===== config.mk =====
export PLATFORM = sky130hd
export DESIGN_NAME = ddc_device_flat
export DESIGN_NICKNAME = d
export VERILOG_FILES = /design/src/rtl/ddc_pkg.sv /design/src/rtl/ddc_link_if.sv /design/src/rtl/ddc_device.sv /design/src/flat_wrapper.sv
export VERILOG_INCLUDE_DIRS = /design/src /design/src/rtl
export SDC_FILE = /design/constraint.sdc
export NUM_CORES = 1
export LEC_CHECK = 0
export BUFFER_PORTS_ARGS = -buffer_cell sky130_fd_sc_hd__buf_2
export CAP_MARGIN = 20
export CORE_UTILIZATION = 50
export CTS_BUF_LIST = sky130_fd_sc_hd__clkbuf_4 sky130_fd_sc_hd__clkbuf_8
export CTS_CLUSTER_SIZE = 10
export DETAILED_ROUTE_END_ITERATION = 7
export GPL_ROUTABILITY_DRIVEN = 0
export GPL_TIMING_DRIVEN = 1
export PLACE_DENSITY = 0.8
export SYNTH_ARGS = -nofsm -noshare
export SYNTH_HDL_FRONTEND = slang
export SYNTH_SLANG_ARGS = --single-unit

===== constraint.sdc =====
create_clock -name SYS_CLK -period 5 [get_ports SYS_CLK]
set_input_delay 0.5 -clock SYS_CLK [delete_from_list [all_inputs] [get_ports SYS_CLK]]
set_output_delay 0.5 -clock SYS_CLK [all_outputs]
set_load 0.01 [all_outputs]

===== src/rtl/ddc_params.svh =====
`ifndef DDC_PARAMS_SVH
`define DDC_PARAMS_SVH
`define DDC_WORD_BITS 24
`define DDC_RW_BIT 23
`define DDC_SEL_DAC 3'h0
`define DDC_SEL_PWR 3'h2
`define DDC_SEL_CTRL 3'h3
`define DDC_ADDR_A 3'h0
`define DDC_ADDR_B 3'h2
`define DDC_ADDR_ALL 3'h4
`define DDC_CA_NOP 3'h0
`define DDC_CA_SET 3'h1
`define DDC_CA_CLEAR 3'h4
`define DDC_CA_LOAD 3'h5
`define DDC_PWR_PUA 0
`define DDC_PWR_PUB 2
`define DDC_PWR_REF 4
`define DDC_PWR_OT 5
`define DDC_PWR_SA 7
`define DDC_PWR_SB 9
`define DDC_CTL_SDODIS 0
`define DDC_CTL_CLRSEL 1
`define DDC_CTL_CLAMP 2
`define DDC_CTL_ARM 3
`define DDC_CLAMP_RST 1'b1
`define DDC_CLR_ZERO 16'h0000
`define DDC_CLR_MID 16'h8000
`define DDC_PIN_RST 8'h0B
`define DDC_HALF_CYC 8
`define DDC_OFS_TX 12'h000
`define DDC_OFS_STAT 12'h004
`define DDC_OFS_RX 12'h008
`define DDC_OFS_OUTPUT_LOAD_STROBE 12'h00C
`endif


===== src/rtl/ddc_pkg.sv =====
package ddc_pkg;
    typedef logic [23:0] ddc_word_t;
    typedef enum logic [2:0] {
        HS_IDLE = 3'b001,
        HS_SHIFT = 3'b010,
        HS_GAP = 3'b100
    } ddc_hstate_e;
endpackage : ddc_pkg


===== src/rtl/ddc_link_if.sv =====
`timescale 1ns/1ps
interface ddc_link_if;
    logic sclk;
    logic sync_n;
    logic serial_data_in;
    logic sdo;
    logic output_load_strobe_n;
    modport dev (input sclk, input sync_n, input serial_data_in, input output_load_strobe_n, output sdo);
    modport host (output sclk, output sync_n, output serial_data_in, output output_load_strobe_n, input sdo);
endinterface : ddc_link_if


===== src/rtl/ddc_device.sv =====
// What this block does
// - Outputs clamped until supply good and data written
// - Per-channel power bits, all off after reset
// - Powered-down channel: pin grounded, amplifier disconnected
// - Clamp mode: short limits current, sets flag
// - Clamp mode: flag clears when short goes
// - Power-down mode: short kills channel, sets flag
// - Host rewrites power bit to restore channel
// - Thermal guard disarmed after reset, host arms
// - Armed overtemperature kills both channels, sets flag
// - Reference off after reset, host powers up
// - Host leaves reference off with external source
// - 24-bit word, sampled on falling clock
// - Host drives clock, data and frame sync
// - Update at word end if load strobe held low, or on load strobe
// - Registers readable back over serial link
// - Select 011 address 001 holds control bits
// - Select 010 holds power and status bits
// - Status flags read-only, writes ignored
// - Clamp mode is the reset default
`timescale 1ns/1ps
`include "ddc_params.svh"
module ddc_device #(
    parameter int DATA_BITS = 16
) (
    input wire logic SYS_CLK,
    input wire logic RST,
    ddc_link_if.dev LNK,
    input wire logic SUPPLY_OK,
    input wire logic OVERTEMP,
    input wire logic [1:0] SHORT_DET,
    output logic [15:0] DAC_A_CODE,
    output logic [15:0] DAC_B_CODE,
    output logic [1:0] OUT_CLAMP,
    output logic [1:0] AMP_CONNECT,
    output logic [1:0] CUR_LIMIT,
    output logic VREF_ON
);
    import ddc_pkg::*;

    if (DATA_BITS < 12 || DATA_BITS > 16) begin : g_bad_bits
        $error("DATA_BITS must be 12 to 16");
    end

    localparam int PU_POS [2] = '{`DDC_PWR_PUA, `DDC_PWR_PUB};
    localparam int SF_POS [2] = '{`DDC_PWR_SA, `DDC_PWR_SB};

    // Pins and analog detectors all come from other domains
    logic [7:0] meta_q;
    logic [7:0] pin_q;
    logic [7:0] prev_q;
    wire [7:0] pin_raw = {SUPPLY_OK, OVERTEMP, SHORT_DET, LNK.output_load_strobe_n, LNK.serial_data_in, LNK.sync_n, LNK.sclk};
    wire sclk_fall = prev_q[0] & ~pin_q[0];
    wire sclk_rise = ~prev_q[0] & pin_q[0];
    wire in_frame = ~pin_q[1];
    wire frame_start = prev_q[1] & ~pin_q[1];
    wire frame_end = ~prev_q[1] & pin_q[1];
    wire serial_data_in_s = pin_q[2];
    wire output_load_strobe_low = ~pin_q[3];
    wire output_load_strobe_fall = prev_q[3] & ~pin_q[3];
    wire [1:0] short_s = pin_q[5:4];
    wire ot_s = pin_q[6];
    wire supply_s = pin_q[7];

    logic [23:0] shift_q;
    logic [4:0] bits_q;
    logic [23:0] txsh_q;
    logic rd_pend_q;
    logic [23:0] rd_word_q;
    logic [1:0] pu_q;
    logic [1:0] flag_q;
    logic vref_q;
    logic ot_flag_q;
    logic arm_q;
    logic clamp_q;
    logic clrsel_q;
    logic sdodis_q;
    logic valid_q;
    logic [DATA_BITS-1:0] in_q [2];
    logic [DATA_BITS-1:0] dac_q [2];
    logic [1:0] clamp_out_q;
    logic [1:0] amp_q;
    logic [1:0] curlim_q;

    // Words that are not exactly 24 bits long are dropped
    wire [4:0] bits_d = (bits_q == 5'd25) ? bits_q : 5'(bits_q + 5'd1);
    wire word_ok = frame_end & (bits_q == 5'(`DDC_WORD_BITS));
    wire is_read = shift_q[`DDC_RW_BIT];
    wire [2:0] sel = shift_q[21:19];
    wire [2:0] addr = shift_q[18:16];
    wire [15:0] data = shift_q[15:0];
    wire wr_ok = word_ok & ~is_read;
    wire dac_wr = wr_ok & (sel == `DDC_SEL_DAC);
    wire pwr_wr = wr_ok & (sel == `DDC_SEL_PWR);
    wire ctl_sel = wr_ok & (sel == `DDC_SEL_CTRL);
    wire ctl_wr = ctl_sel & (addr == `DDC_CA_SET);
    wire clr_cmd = ctl_sel & (addr == `DDC_CA_CLEAR);
    wire load_cmd = ctl_sel & (addr == `DDC_CA_LOAD);
    wire wr_a = dac_wr & (addr == `DDC_ADDR_A || addr == `DDC_ADDR_ALL);
    wire wr_b = dac_wr & (addr == `DDC_ADDR_B || addr == `DDC_ADDR_ALL);
    wire [1:0] wr_ch = {wr_b, wr_a};
    // Auto update needs the strobe held low through the frame end
    wire upd_all = load_cmd | output_load_strobe_fall | (dac_wr & output_load_strobe_low);
    wire [15:0] clr_code = clrsel_q ? `DDC_CLR_MID : `DDC_CLR_ZERO;
    wire ot_trip = arm_q & ot_s;

    wire [1:0] pu_d;
    wire [1:0] flag_d;
    wire [1:0] drive_d;
    wire [1:0] curlim_d;
    wire [DATA_BITS-1:0] in_d [2];
    wire [DATA_BITS-1:0] dac_d [2];
    wire [15:0] in_rb [2];

    for (genvar i = 0; i < 2; i++) begin : g_ch
        // A short is only seen while the channel's power bit is set
        wire short_hit = short_s[i] & pu_q[i];
        wire kill = (short_hit & ~clamp_q) | ot_trip;
        // Hardware power-down wins over a host write in the same cycle
        assign pu_d[i] = kill ? 1'b0 : (pwr_wr ? data[PU_POS[i]] : pu_q[i]);
        // Set wins over any clear
        assign flag_d[i] = short_hit ? 1'b1 :
            ((clamp_q | (pwr_wr & data[PU_POS[i]])) ? 1'b0 : flag_q[i]);
        assign drive_d[i] = pu_q[i] & valid_q & supply_s;
        assign curlim_d[i] = short_hit & clamp_q;
        assign in_d[i] = wr_ch[i] ? data[15 -: DATA_BITS] : in_q[i];
        assign dac_d[i] = clr_cmd ? clr_code[15 -: DATA_BITS] : (upd_all ? in_d[i] : dac_q[i]);
        assign in_rb[i] = {in_q[i], {(16 - DATA_BITS){1'b0}}};
    end

    wire [15:0] pwr_word = (16'(pu_q[0]) << `DDC_PWR_PUA) | (16'(pu_q[1]) << `DDC_PWR_PUB) |
        (16'(vref_q) << `DDC_PWR_REF) | (16'(ot_flag_q) << `DDC_PWR_OT) |
        (16'(flag_q[0]) << SF_POS[0]) | (16'(flag_q[1]) << SF_POS[1]);
    wire [15:0] ctl_word = (16'(arm_q) << `DDC_CTL_ARM) | (16'(clamp_q) << `DDC_CTL_CLAMP) |
        (16'(clrsel_q) << `DDC_CTL_CLRSEL) | (16'(sdodis_q) << `DDC_CTL_SDODIS);
    wire rb_dac = (sel == `DDC_SEL_DAC);
    wire rb_pwr = (sel == `DDC_SEL_PWR);
    wire rb_ctl = (sel == `DDC_SEL_CTRL) & (addr == `DDC_CA_SET);
    wire [15:0] rb_val = rb_dac ? in_rb[addr == `DDC_ADDR_B] :
        rb_pwr ? pwr_word :
        rb_ctl ? ctl_word : 16'h0000;
    wire ot_flag_d = ot_trip | (ot_flag_q & ~(pwr_wr & ~ot_s));
    // Brownout drops the data-valid latch, so outputs clamp again
    wire valid_d = supply_s & (valid_q | dac_wr);

    always_ff @(posedge SYS_CLK or posedge RST) begin
        if (RST) begin
            meta_q <= `DDC_PIN_RST;
            pin_q <= `DDC_PIN_RST;
            prev_q <= `DDC_PIN_RST;
        end else begin
            meta_q <= pin_raw;
            pin_q <= meta_q;
            prev_q <= pin_q;
        end
    end

    always_ff @(posedge SYS_CLK or posedge RST) begin
        if (RST) begin
            shift_q <= 24'h00_0000;
            bits_q <= 5'd0;
        end else if (frame_start) begin
            bits_q <= 5'd0;
        end else if (in_frame && sclk_fall) begin
            shift_q <= {shift_q[22:0], serial_data_in_s};
            bits_q <= bits_d;
        end
    end

    // Read data leaves on the frame after the read request
    always_ff @(posedge SYS_CLK or posedge RST) begin
        if (RST) begin
            rd_pend_q <= 1'b0;
            rd_word_q <= 24'h00_0000;
            txsh_q <= 24'h00_0000;
        end else begin
            if (word_ok && is_read) begin
                rd_pend_q <= 1'b1;
                rd_word_q <= {shift_q[23:16], rb_val};
            end else if (frame_start) begin
                rd_pend_q <= 1'b0;
            end
            if (frame_start) begin
                txsh_q <= (rd_pend_q && !sdodis_q) ? rd_word_q : 24'h00_0000;
            end else if (in_frame && sclk_rise) begin
                txsh_q <= {txsh_q[22:0], 1'b0};
            end
        end
    end

    always_ff @(posedge SYS_CLK or posedge RST) begin
        if (RST) begin
            pu_q <= 2'b00;
            flag_q <= 2'b00;
            ot_flag_q <= 1'b0;
            vref_q <= 1'b0;
            arm_q <= 1'b0;
            clamp_q <= `DDC_CLAMP_RST;
            clrsel_q <= 1'b0;
            sdodis_q <= 1'b0;
            valid_q <= 1'b0;
        end else begin
            pu_q <= pu_d;
            flag_q <= flag_d;
            ot_flag_q <= ot_flag_d;
            valid_q <= valid_d;
            if (pwr_wr) begin
                vref_q <= data[`DDC_PWR_REF];
            end
            if (ctl_wr) begin
                arm_q <= data[`DDC_CTL_ARM];
                clamp_q <= data[`DDC_CTL_CLAMP];
                clrsel_q <= data[`DDC_CTL_CLRSEL];
                sdodis_q <= data[`DDC_CTL_SDODIS];
            end
        end
    end

    always_ff @(posedge SYS_CLK or posedge RST) begin
        if (RST) begin
            in_q <= '{default: '0};
            dac_q <= '{default: '0};
            clamp_out_q <= 2'b11;
            amp_q <= 2'b00;
            curlim_q <= 2'b00;
        end else begin
            in_q <= in_d;
            dac_q <= dac_d;
            clamp_out_q <= ~drive_d;
            amp_q <= drive_d;
            curlim_q <= curlim_d;
        end
    end

    assign LNK.sdo = txsh_q[23];
    assign DAC_A_CODE = {dac_q[0], {(16 - DATA_BITS){1'b0}}};
    assign DAC_B_CODE = {dac_q[1], {(16 - DATA_BITS){1'b0}}};
    assign OUT_CLAMP = clamp_out_q;
    assign AMP_CONNECT = amp_q;
    assign CUR_LIMIT = curlim_q;
    assign VREF_ON = vref_q;
endmodule : ddc_device


===== src/flat_wrapper.sv =====
// flat-port wrapper written by rule: the top's interface ports become plain ports
module ddc_device_flat import ddc_pkg::*;
#(
    parameter int DATA_BITS = 16
)
  (SYS_CLK, RST, SUPPLY_OK, OVERTEMP, SHORT_DET, DAC_A_CODE, DAC_B_CODE, OUT_CLAMP, AMP_CONNECT, CUR_LIMIT, VREF_ON, LNK_sclk, LNK_sync_n, LNK_serial_data_in, LNK_output_load_strobe_n, LNK_sdo);
  ddc_link_if LNK_i ();
  input wire logic SYS_CLK;
  input wire logic RST;
  input wire logic SUPPLY_OK;
  input wire logic OVERTEMP;
  input wire logic [1:0] SHORT_DET;
  output logic [15:0] DAC_A_CODE;
  output logic [15:0] DAC_B_CODE;
  output logic [1:0] OUT_CLAMP;
  output logic [1:0] AMP_CONNECT;
  output logic [1:0] CUR_LIMIT;
  output logic VREF_ON;
  input wire logic [$bits(LNK_i.sclk)-1:0] LNK_sclk;
  input wire logic [$bits(LNK_i.sync_n)-1:0] LNK_sync_n;
  input wire logic [$bits(LNK_i.serial_data_in)-1:0] LNK_serial_data_in;
  input wire logic [$bits(LNK_i.output_load_strobe_n)-1:0] LNK_output_load_strobe_n;
  output wire logic [$bits(LNK_i.sdo)-1:0] LNK_sdo;
  assign LNK_i.sclk = LNK_sclk;
  assign LNK_i.sync_n = LNK_sync_n;
  assign LNK_i.serial_data_in = LNK_serial_data_in;
  assign LNK_i.output_load_strobe_n = LNK_output_load_strobe_n;
  assign LNK_sdo = LNK_i.sdo;
  ddc_device #(.DATA_BITS(DATA_BITS)) u_core (.SYS_CLK(SYS_CLK), .RST(RST), .LNK(LNK_i), .SUPPLY_OK(SUPPLY_OK), .OVERTEMP(OVERTEMP), .SHORT_DET(SHORT_DET), .DAC_A_CODE(DAC_A_CODE), .DAC_B_CODE(DAC_B_CODE), .OUT_CLAMP(OUT_CLAMP), .AMP_CONNECT(AMP_CONNECT), .CUR_LIMIT(CUR_LIMIT), .VREF_ON(VREF_ON));
endmodule

==> summary.txt, run 1 <==
CTS
  • Clock Tree Buf Depth: 2
  • Worst-skew pair later-pin latency: 0.46 ns
  • TritonCTS sink count: 178
  • Htree depth: 4
  • CTS tree: done
  • Post-CTS sizing: 0
  • Clock transition at path regs: 0.09 ns
  • CTS root buffer: clkbuf_8
  • Num CTS Buffers: 17
  • Hold-fix buffers at CTS: 0
  • Number of buffers added for setup after CTS: 0

GRT
  • Vias in the first global route: 4639
  • GR Overflow Total: 0
  • Total GRT Usage: 0.2092
  • Wire length of the first global-routing pass: 23660 um
  • Initial antenna violation count: 0
  • Largest net degree at the start of global routing: 179

Cells and area
  • Share of post-route cells with drive strength above 1: 0.2850
  • Register area: 4469 sq um
  • Area grow syn2layout: 10.80%
  • Area of the multi-input gates: 2565 sq um
  • Final core occ: 0.5743
  • Antenna cells: 0
  • FILL cells: 1091
  • Nets: 642

Logic synthesis
  • Seq/Total Area, Yosys: 0.6141
  • Mean Syn Cell Area: 12.42 sq um
  • Cell count after synthesis: 586
  • Yosys top cell area share: 0.5707
  • Syn nets: 599
  • Number of synthesis warnings: 0
  • Post-synth top area cell: dfrtp_1
  • Synth area leaders: dfrtp_1 57%, mux2_2 8.5%, dfstp_2 4.3%
  • Post-synthesis cell type count: 54
  • Top post-synthesis cells by count: 166 x dfrtp_1, 70 x nand2_1, 55 x mux2_2
  • Post-synth EDFFs: 0
  • FFs w/ async S/R, synth: 1.000
  • Top FF cell, synth: dfrtp_1
  • Synth Cell Area: 7278 sq um
  • #FFs+latches synth: 178
  • Most common cell in the netlist: dfrtp_1

Setup path
  • CP max FO: 30
  • Crit path required time: 5.40 ns
  • CP Capture Type: register
  • Most used cell, CP: nand2_1
  • CP Class: reg2reg
  • Data arrival, critical path: 2.98 ns
  • Crit-path max cell delay: 0.68 ns
  • Worst setup SP type: register
  • Crit. path cell count: 7
  • Worst path bufs/invs: 1
  • Cells along the critical path: inv_1 > ha_1 > nand2_1 > nor3_1 > nand2_1 > a221oi_1 > a21o_1
  • Reg2reg path depth: 7
  • Slowest CP cell: nand2_1
  • Crit-path leading delay family: simple AND/OR/NAND/NOR gates

Routing
  • Vias: 4639
  • Drt initial violations: 371
  • Drt pass-1 iters: 4
  • Routed len/inst: 17.30 um
  • DRC errors left: 0
  • Final WL: 14220 um
  • Avg Vias per Cell: 5.644
  • Detail Route Antenna Nets: 0

Timing
  • WHS: 0.1235 ns
  • Slew Limit Fails: 0
  • Fin crit share: 0.5156
  • Fin. Hold Viols: 0
  • RSZ-0062 raised after global routing: no
  • Worst-margin pin slew: 1.006 ns
  • Final setup vio count: 0
  • Final min period: 2.578 ns
  • F_max: 387.9 MHz
  • Slew headroom: 0.3275
  • Setup TNS Final: 0 ns
  • Clock Skew: 0.01217 ns

Floorplanning
  • Ports: 50
  • # rows: 43
  • Die footprint: 15040 sq um
  • Die width: 122.7 um
  • Core footprint: 14040 sq um
  • Die Span Y: 122.7 um
  • Initial Utilization: 0.5183

Power and ir drop
  • Clock power frac: 0.373
  • Switching share of power: 0.2356
  • Worst vdd ir: 0.0002992 V
  • Sequential power share: 0.591
  • Comb pwr share: 0.035
  • Cell Pwr Density: 314.1 nW/um^2
  • Lkg Pwr: 3.866 nW
  • Internal: 0.001936 W
  • Switching power: 0.0005968 W

Place
  • Detailed placement HPWL: 9351 um
  • PortBufs: 49

Hold path
  • HP Class: in2reg
  • WHS Path Cells: 1

Run
  • Max Cap Violations: 0

Status
  • Status: completed
[cell type report]
| class | instances | share of cell area |
|---|---|---|
| clock inverters | 11 | 0.01257 |
| well taps | 180 | 0.02793 |
| clock buffers | 21 | 0.03507 |
| repair buffers | 56 | 0.04050 |
| inverters | 24 | 0.01164 |
| flip-flops and latches | 178 | 0.5542 |
| multi-input cells | 352 | 0.3181 |
[registers in the layout, indices dropped and copies added, names as in the netlist, 2 cells and up]
register            count
u_core.AMP_CONNECT      2
u_core.CUR_LIMIT        2
u_core.DAC_A_CODE      16
u_core.DAC_B_CODE      16
u_core.OUT_CLAMP        2
u_core.bits_q           5
u_core.flag_q           2
u_core.in_q            32
u_core.meta_q           8
u_core.pin_q            8
u_core.prev_q           3
u_core.pu_q             2
u_core.rd_word_q       24
u_core.shift_q         24
u_core.txsh_q          24
[through the flow]
stage / cells / instance area [sq um] / setup slack [ns] / total power [W]
floorplan: 586 / 7282 / 2.229 / 0.001581
global route: 822 / 8064 / 2.148 / 0.002621
global placement: 788 / 7649 / 2.153 / 0.001606
finish: 822 / 8064 / 2.422 / 0.002533
CTS: 820 / 8033 / 2.060 / 0.002552
detailed placement: 788 / 7649 / 2.063 / 0.001613
[power groups by stage]
stage / Combinational [W] / Clock [W] / Sequential [W]
final: 0.0000898 / 0.000946 / 0.00150
after global routing: 0.000102 / 0.00102 / 0.00150
after floorplan: 0.0000692 / 0 / 0.00151
after global placement: 0.0000845 / 0 / 0.00152
after CTS: 0.0000903 / 0.000965 / 0.00150
after detailed placement: 0.0000888 / 0 / 0.00152
[path summary, 6_finish.rpt]
| check | startpoint | end | slack [ns] |
|---|---|---|---|
| max in group asynchronous | RST | u_core.txsh_q[10] | 4.05 |
| worst min-delay path | LNK_output_load_strobe_n | u_core.meta_q[3] | 0.12 |
| worst min register to register | u_core.meta_q[6] | u_core.pin_q[6] | 0.35 |
| min in group asynchronous | RST | u_core.shift_q[0] | 0.32 |
| worst max register to register | u_core.bits_q[1] | u_core.rd_word_q[2] | 2.42 |
| worst max-delay path | u_core.bits_q[1] | u_core.rd_word_q[2] | 2.42 |
[placed cells by master, fill, tap and decap left out, drive strengths merged, types with 3 or more instances in the layout]
cell     instances
a21oi           10
a22oi           23
a31o            15
buf             56
clkbuf          21
clkinv           6
dfrtp          166
dfstp           12
ha               3
inv             26
mux2            65
mux2i           18
nand2           71
nand3            5
nand4            4
nor2            37
nor2b            3
nor3             3
nor3b            3
o21ai           44
o2bb2ai         16
xor2             3
[logic make-up (layout without fill, tap and decap cells)]
logic type | after synthesis | in the layout | synth area share
muxes | 83 | 83 | 0.1300
AOI/OAI and AO/OA | 120 | 120 | 0.1128
adders and majority gates | 3 | 3 | 0.005158
xor gates and xnor gates | 5 | 5 | 0.006018
and+or+nand+nor | 141 | 141 | 0.09558
DFF | 178 | 178 | 0.6141
buffers and inverters | 56 | 112 | 0.03644
[routing by layer]
metal,global-route usage,up-vias,part of all wire
met2,0.3374,127,0.49
met4,0.09985,0,0.026
met1,0.2723,2346,0.44
met5,0,-,0
met3,0.04089,33,0.043
li1,-,2133,-
Note: power is estimated with default switching activity, not from simulation.
==> inputs of run 2 (changes only) <==
- clock period: 5 -> 2.3 ns (I/O delays scaled with it)
==> run 2 against run 1 <==
Non-clock buffer count grew 22. Count of clock-buffer cells in the layout grew 3. Largest power group unchanged. Die area is the same. Flip-flop and latch count is the same. Critical path depth shrank 1. Clock power grew 130%. Fmax grew 22%. Critical path type unchanged.
==> summary.txt, run 2 (synthesis gave the netlist of run 1 again) <==
Floorplanning
  • Ports: 50
  • Core footprint: 14040 sq um
  • Die footprint: 15040 sq um
  • Die width: 122.7 um
  • Initial Utilization: 0.5183
  • # rows: 43
  • Die Span Y: 122.7 um

Timing
  • Slew headroom: 0.6326
  • Fin. Hold Viols: 0
  • Worst-margin pin slew: 0.5499 ns
  • Final setup vio count: 0
  • PnR worst setup slack: 0.1825 ns
  • Slew Limit Fails: 0
  • RSZ-0062 raised after global routing: no
  • Final min period: 2.117 ns
  • Fin crit share: 0.9207
  • F_max: 472.3 MHz
  • Clock Skew: 0.01160 ns
  • WHS: 0.3490 ns

CTS
  • Hold-fix buffers at CTS: 9
  • Clock Tree Buf Depth: 2
  • CTS root buffer: clkbuf_8
  • Htree depth: 4
  • TritonCTS sink count: 178
  • Num CTS Buffers: 17
  • CTS tree: done
  • Number of buffers added for setup after CTS: 0
  • Worst-skew pair later-pin latency: 0.47 ns
  • Post-CTS sizing: 0
  • Clock transition at path regs: 0.09 ns

GRT
  • Vias in the first global route: 4854
  • Wire length of the first global-routing pass: 24740 um
  • Total GRT Usage: 0.2195
  • Initial antenna violation count: 0
  • GR Overflow Total: 0
  • Largest net degree at the start of global routing: 66

Routing
  • Drt pass-1 iters: 5
  • DRC errors left: 0
  • Vias: 4728
  • Final WL: 14840 um
  • Drt initial violations: 335
  • Routed len/inst: 17.58 um
  • Detail Route Antenna Nets: 0
  • Avg Vias per Cell: 5.602

Cells and area
  • Top reg by flops: u_core.in_q
  • Area grow syn2layout: 13.92%
  • Nets: 664
  • Max FFs per register: 32
  • FILL cells: 1053
  • Share of post-route cells with drive strength above 1: 0.2952
  • Most common cell after layout, fill and taps aside: dfrtp_1
  • Antenna cells: 0
  • Commonest cells after routing, fill and taps aside: 166 x dfrtp_1, 70 x nand2_1, 55 x mux2_2
  • Layout Cells excl Fill: 844

Setup path
  • Cells along the critical path: inv_1 > ha_1 > and4bb_4 > nand4b_4 > mux2_2 > a31o_1
  • CP Capture Type: register
  • CP max FO: 16
  • Crit-path max cell delay: 0.43 ns
  • Data arrival, critical path: 2.47 ns
  • Worst setup SP type: register
  • CP Class: reg2reg
  • Slowest CP cell: mux2_2
  • Crit path required time: 2.66 ns

Place
  • Placed Cells: 803
  • PortBufs: 49
  • Detailed placement HPWL: 9999 um
  • Dpl ws: 0.1896 ns

Status
  • Status: completed

Run
  • Max Cap Violations: 0

Power and ir drop
  • Worst vdd ir: 0.0004442 V
  • Lkg Pwr: 3.982 nW
  • Cell Pwr Density: 678.2 nW/um^2

Hold path
  • HP Class: in2async
run 2: worst paths after layout:
check,from,to,slack [ns],cells past startpoint
hold / removal,RST,u_core.DAC_A_CODE[3],0.35,3
hold reg to reg,u_core.meta_q[6],u_core.pin_q[6],0.35,0
max in group asynchronous,RST,u_core.pin_q[1],1.21,4
setup reg to reg,u_core.bits_q[1],u_core.DAC_B_CODE[2],0.18,6
setup / recovery,u_core.bits_q[1],u_core.DAC_B_CODE[2],0.18,6
min in group SYS_CLK,u_core.meta_q[6],u_core.pin_q[6],0.35,0
run 2: final cells by class:
type | instances | area (sq um) | share of cell area
Timing Repair Buffer | 78 | 535.5 | 0.06458
Multi-Input combinational cell | 352 | 2565 | 0.3093
Tap cell | 180 | 225.2 | 0.02716
Clock buffer | 24 | 299.0 | 0.03606
Inverter | 24 | 93.84 | 0.01132
Sequential cell | 178 | 4469 | 0.5390
Clock inverter | 8 | 103.9 | 0.01252
run 2: routing by layer:
layer  GRT usage  wire length (um)
met5           0                 0
met4      0.1120               408
met3     0.04136               541
met2      0.3606              7483
met1      0.2777              6404
run 2: per-stage QoR:
stage | area, sq um | power (W) | utilization | TNS, ns
floorplan | 7282 | 0.003437 | - | -33.34
global placement | 7799 | 0.003512 | 0.5554 | 0
detailed placement | 7799 | 0.003530 | 0.5554 | 0
CTS | 8292 | 0.005665 | 0.5905 | 0
global route | 8292 | 0.005834 | 0.5905 | 0
finish | 8292 | 0.005623 | 0.5905 | 0
run 2: critical path, delay by kind of cell, from the launching register on:
| family | cells | cell delay, ns |
|---|---|---|
| buffers and inverters | 1 | 0.11 |
| AO/OA/AOI/OAI | 1 | 0.20 |
| multiplexers | 1 | 0.43 |
| adder cells (fa/ha/maj) | 1 | 0.17 |
| AND/OR/NAND/NOR | 2 | 0.69 |
| flip-flops | 1 | 0.41 |
run 2: power breakdown:
part,leakage (nW),internal (W),switching [W]
Combinational,1.36,0.0000815,0.000137
Sequential,2.42,0.00319,0.0000722
Clock,0.208,0.00108,0.00106
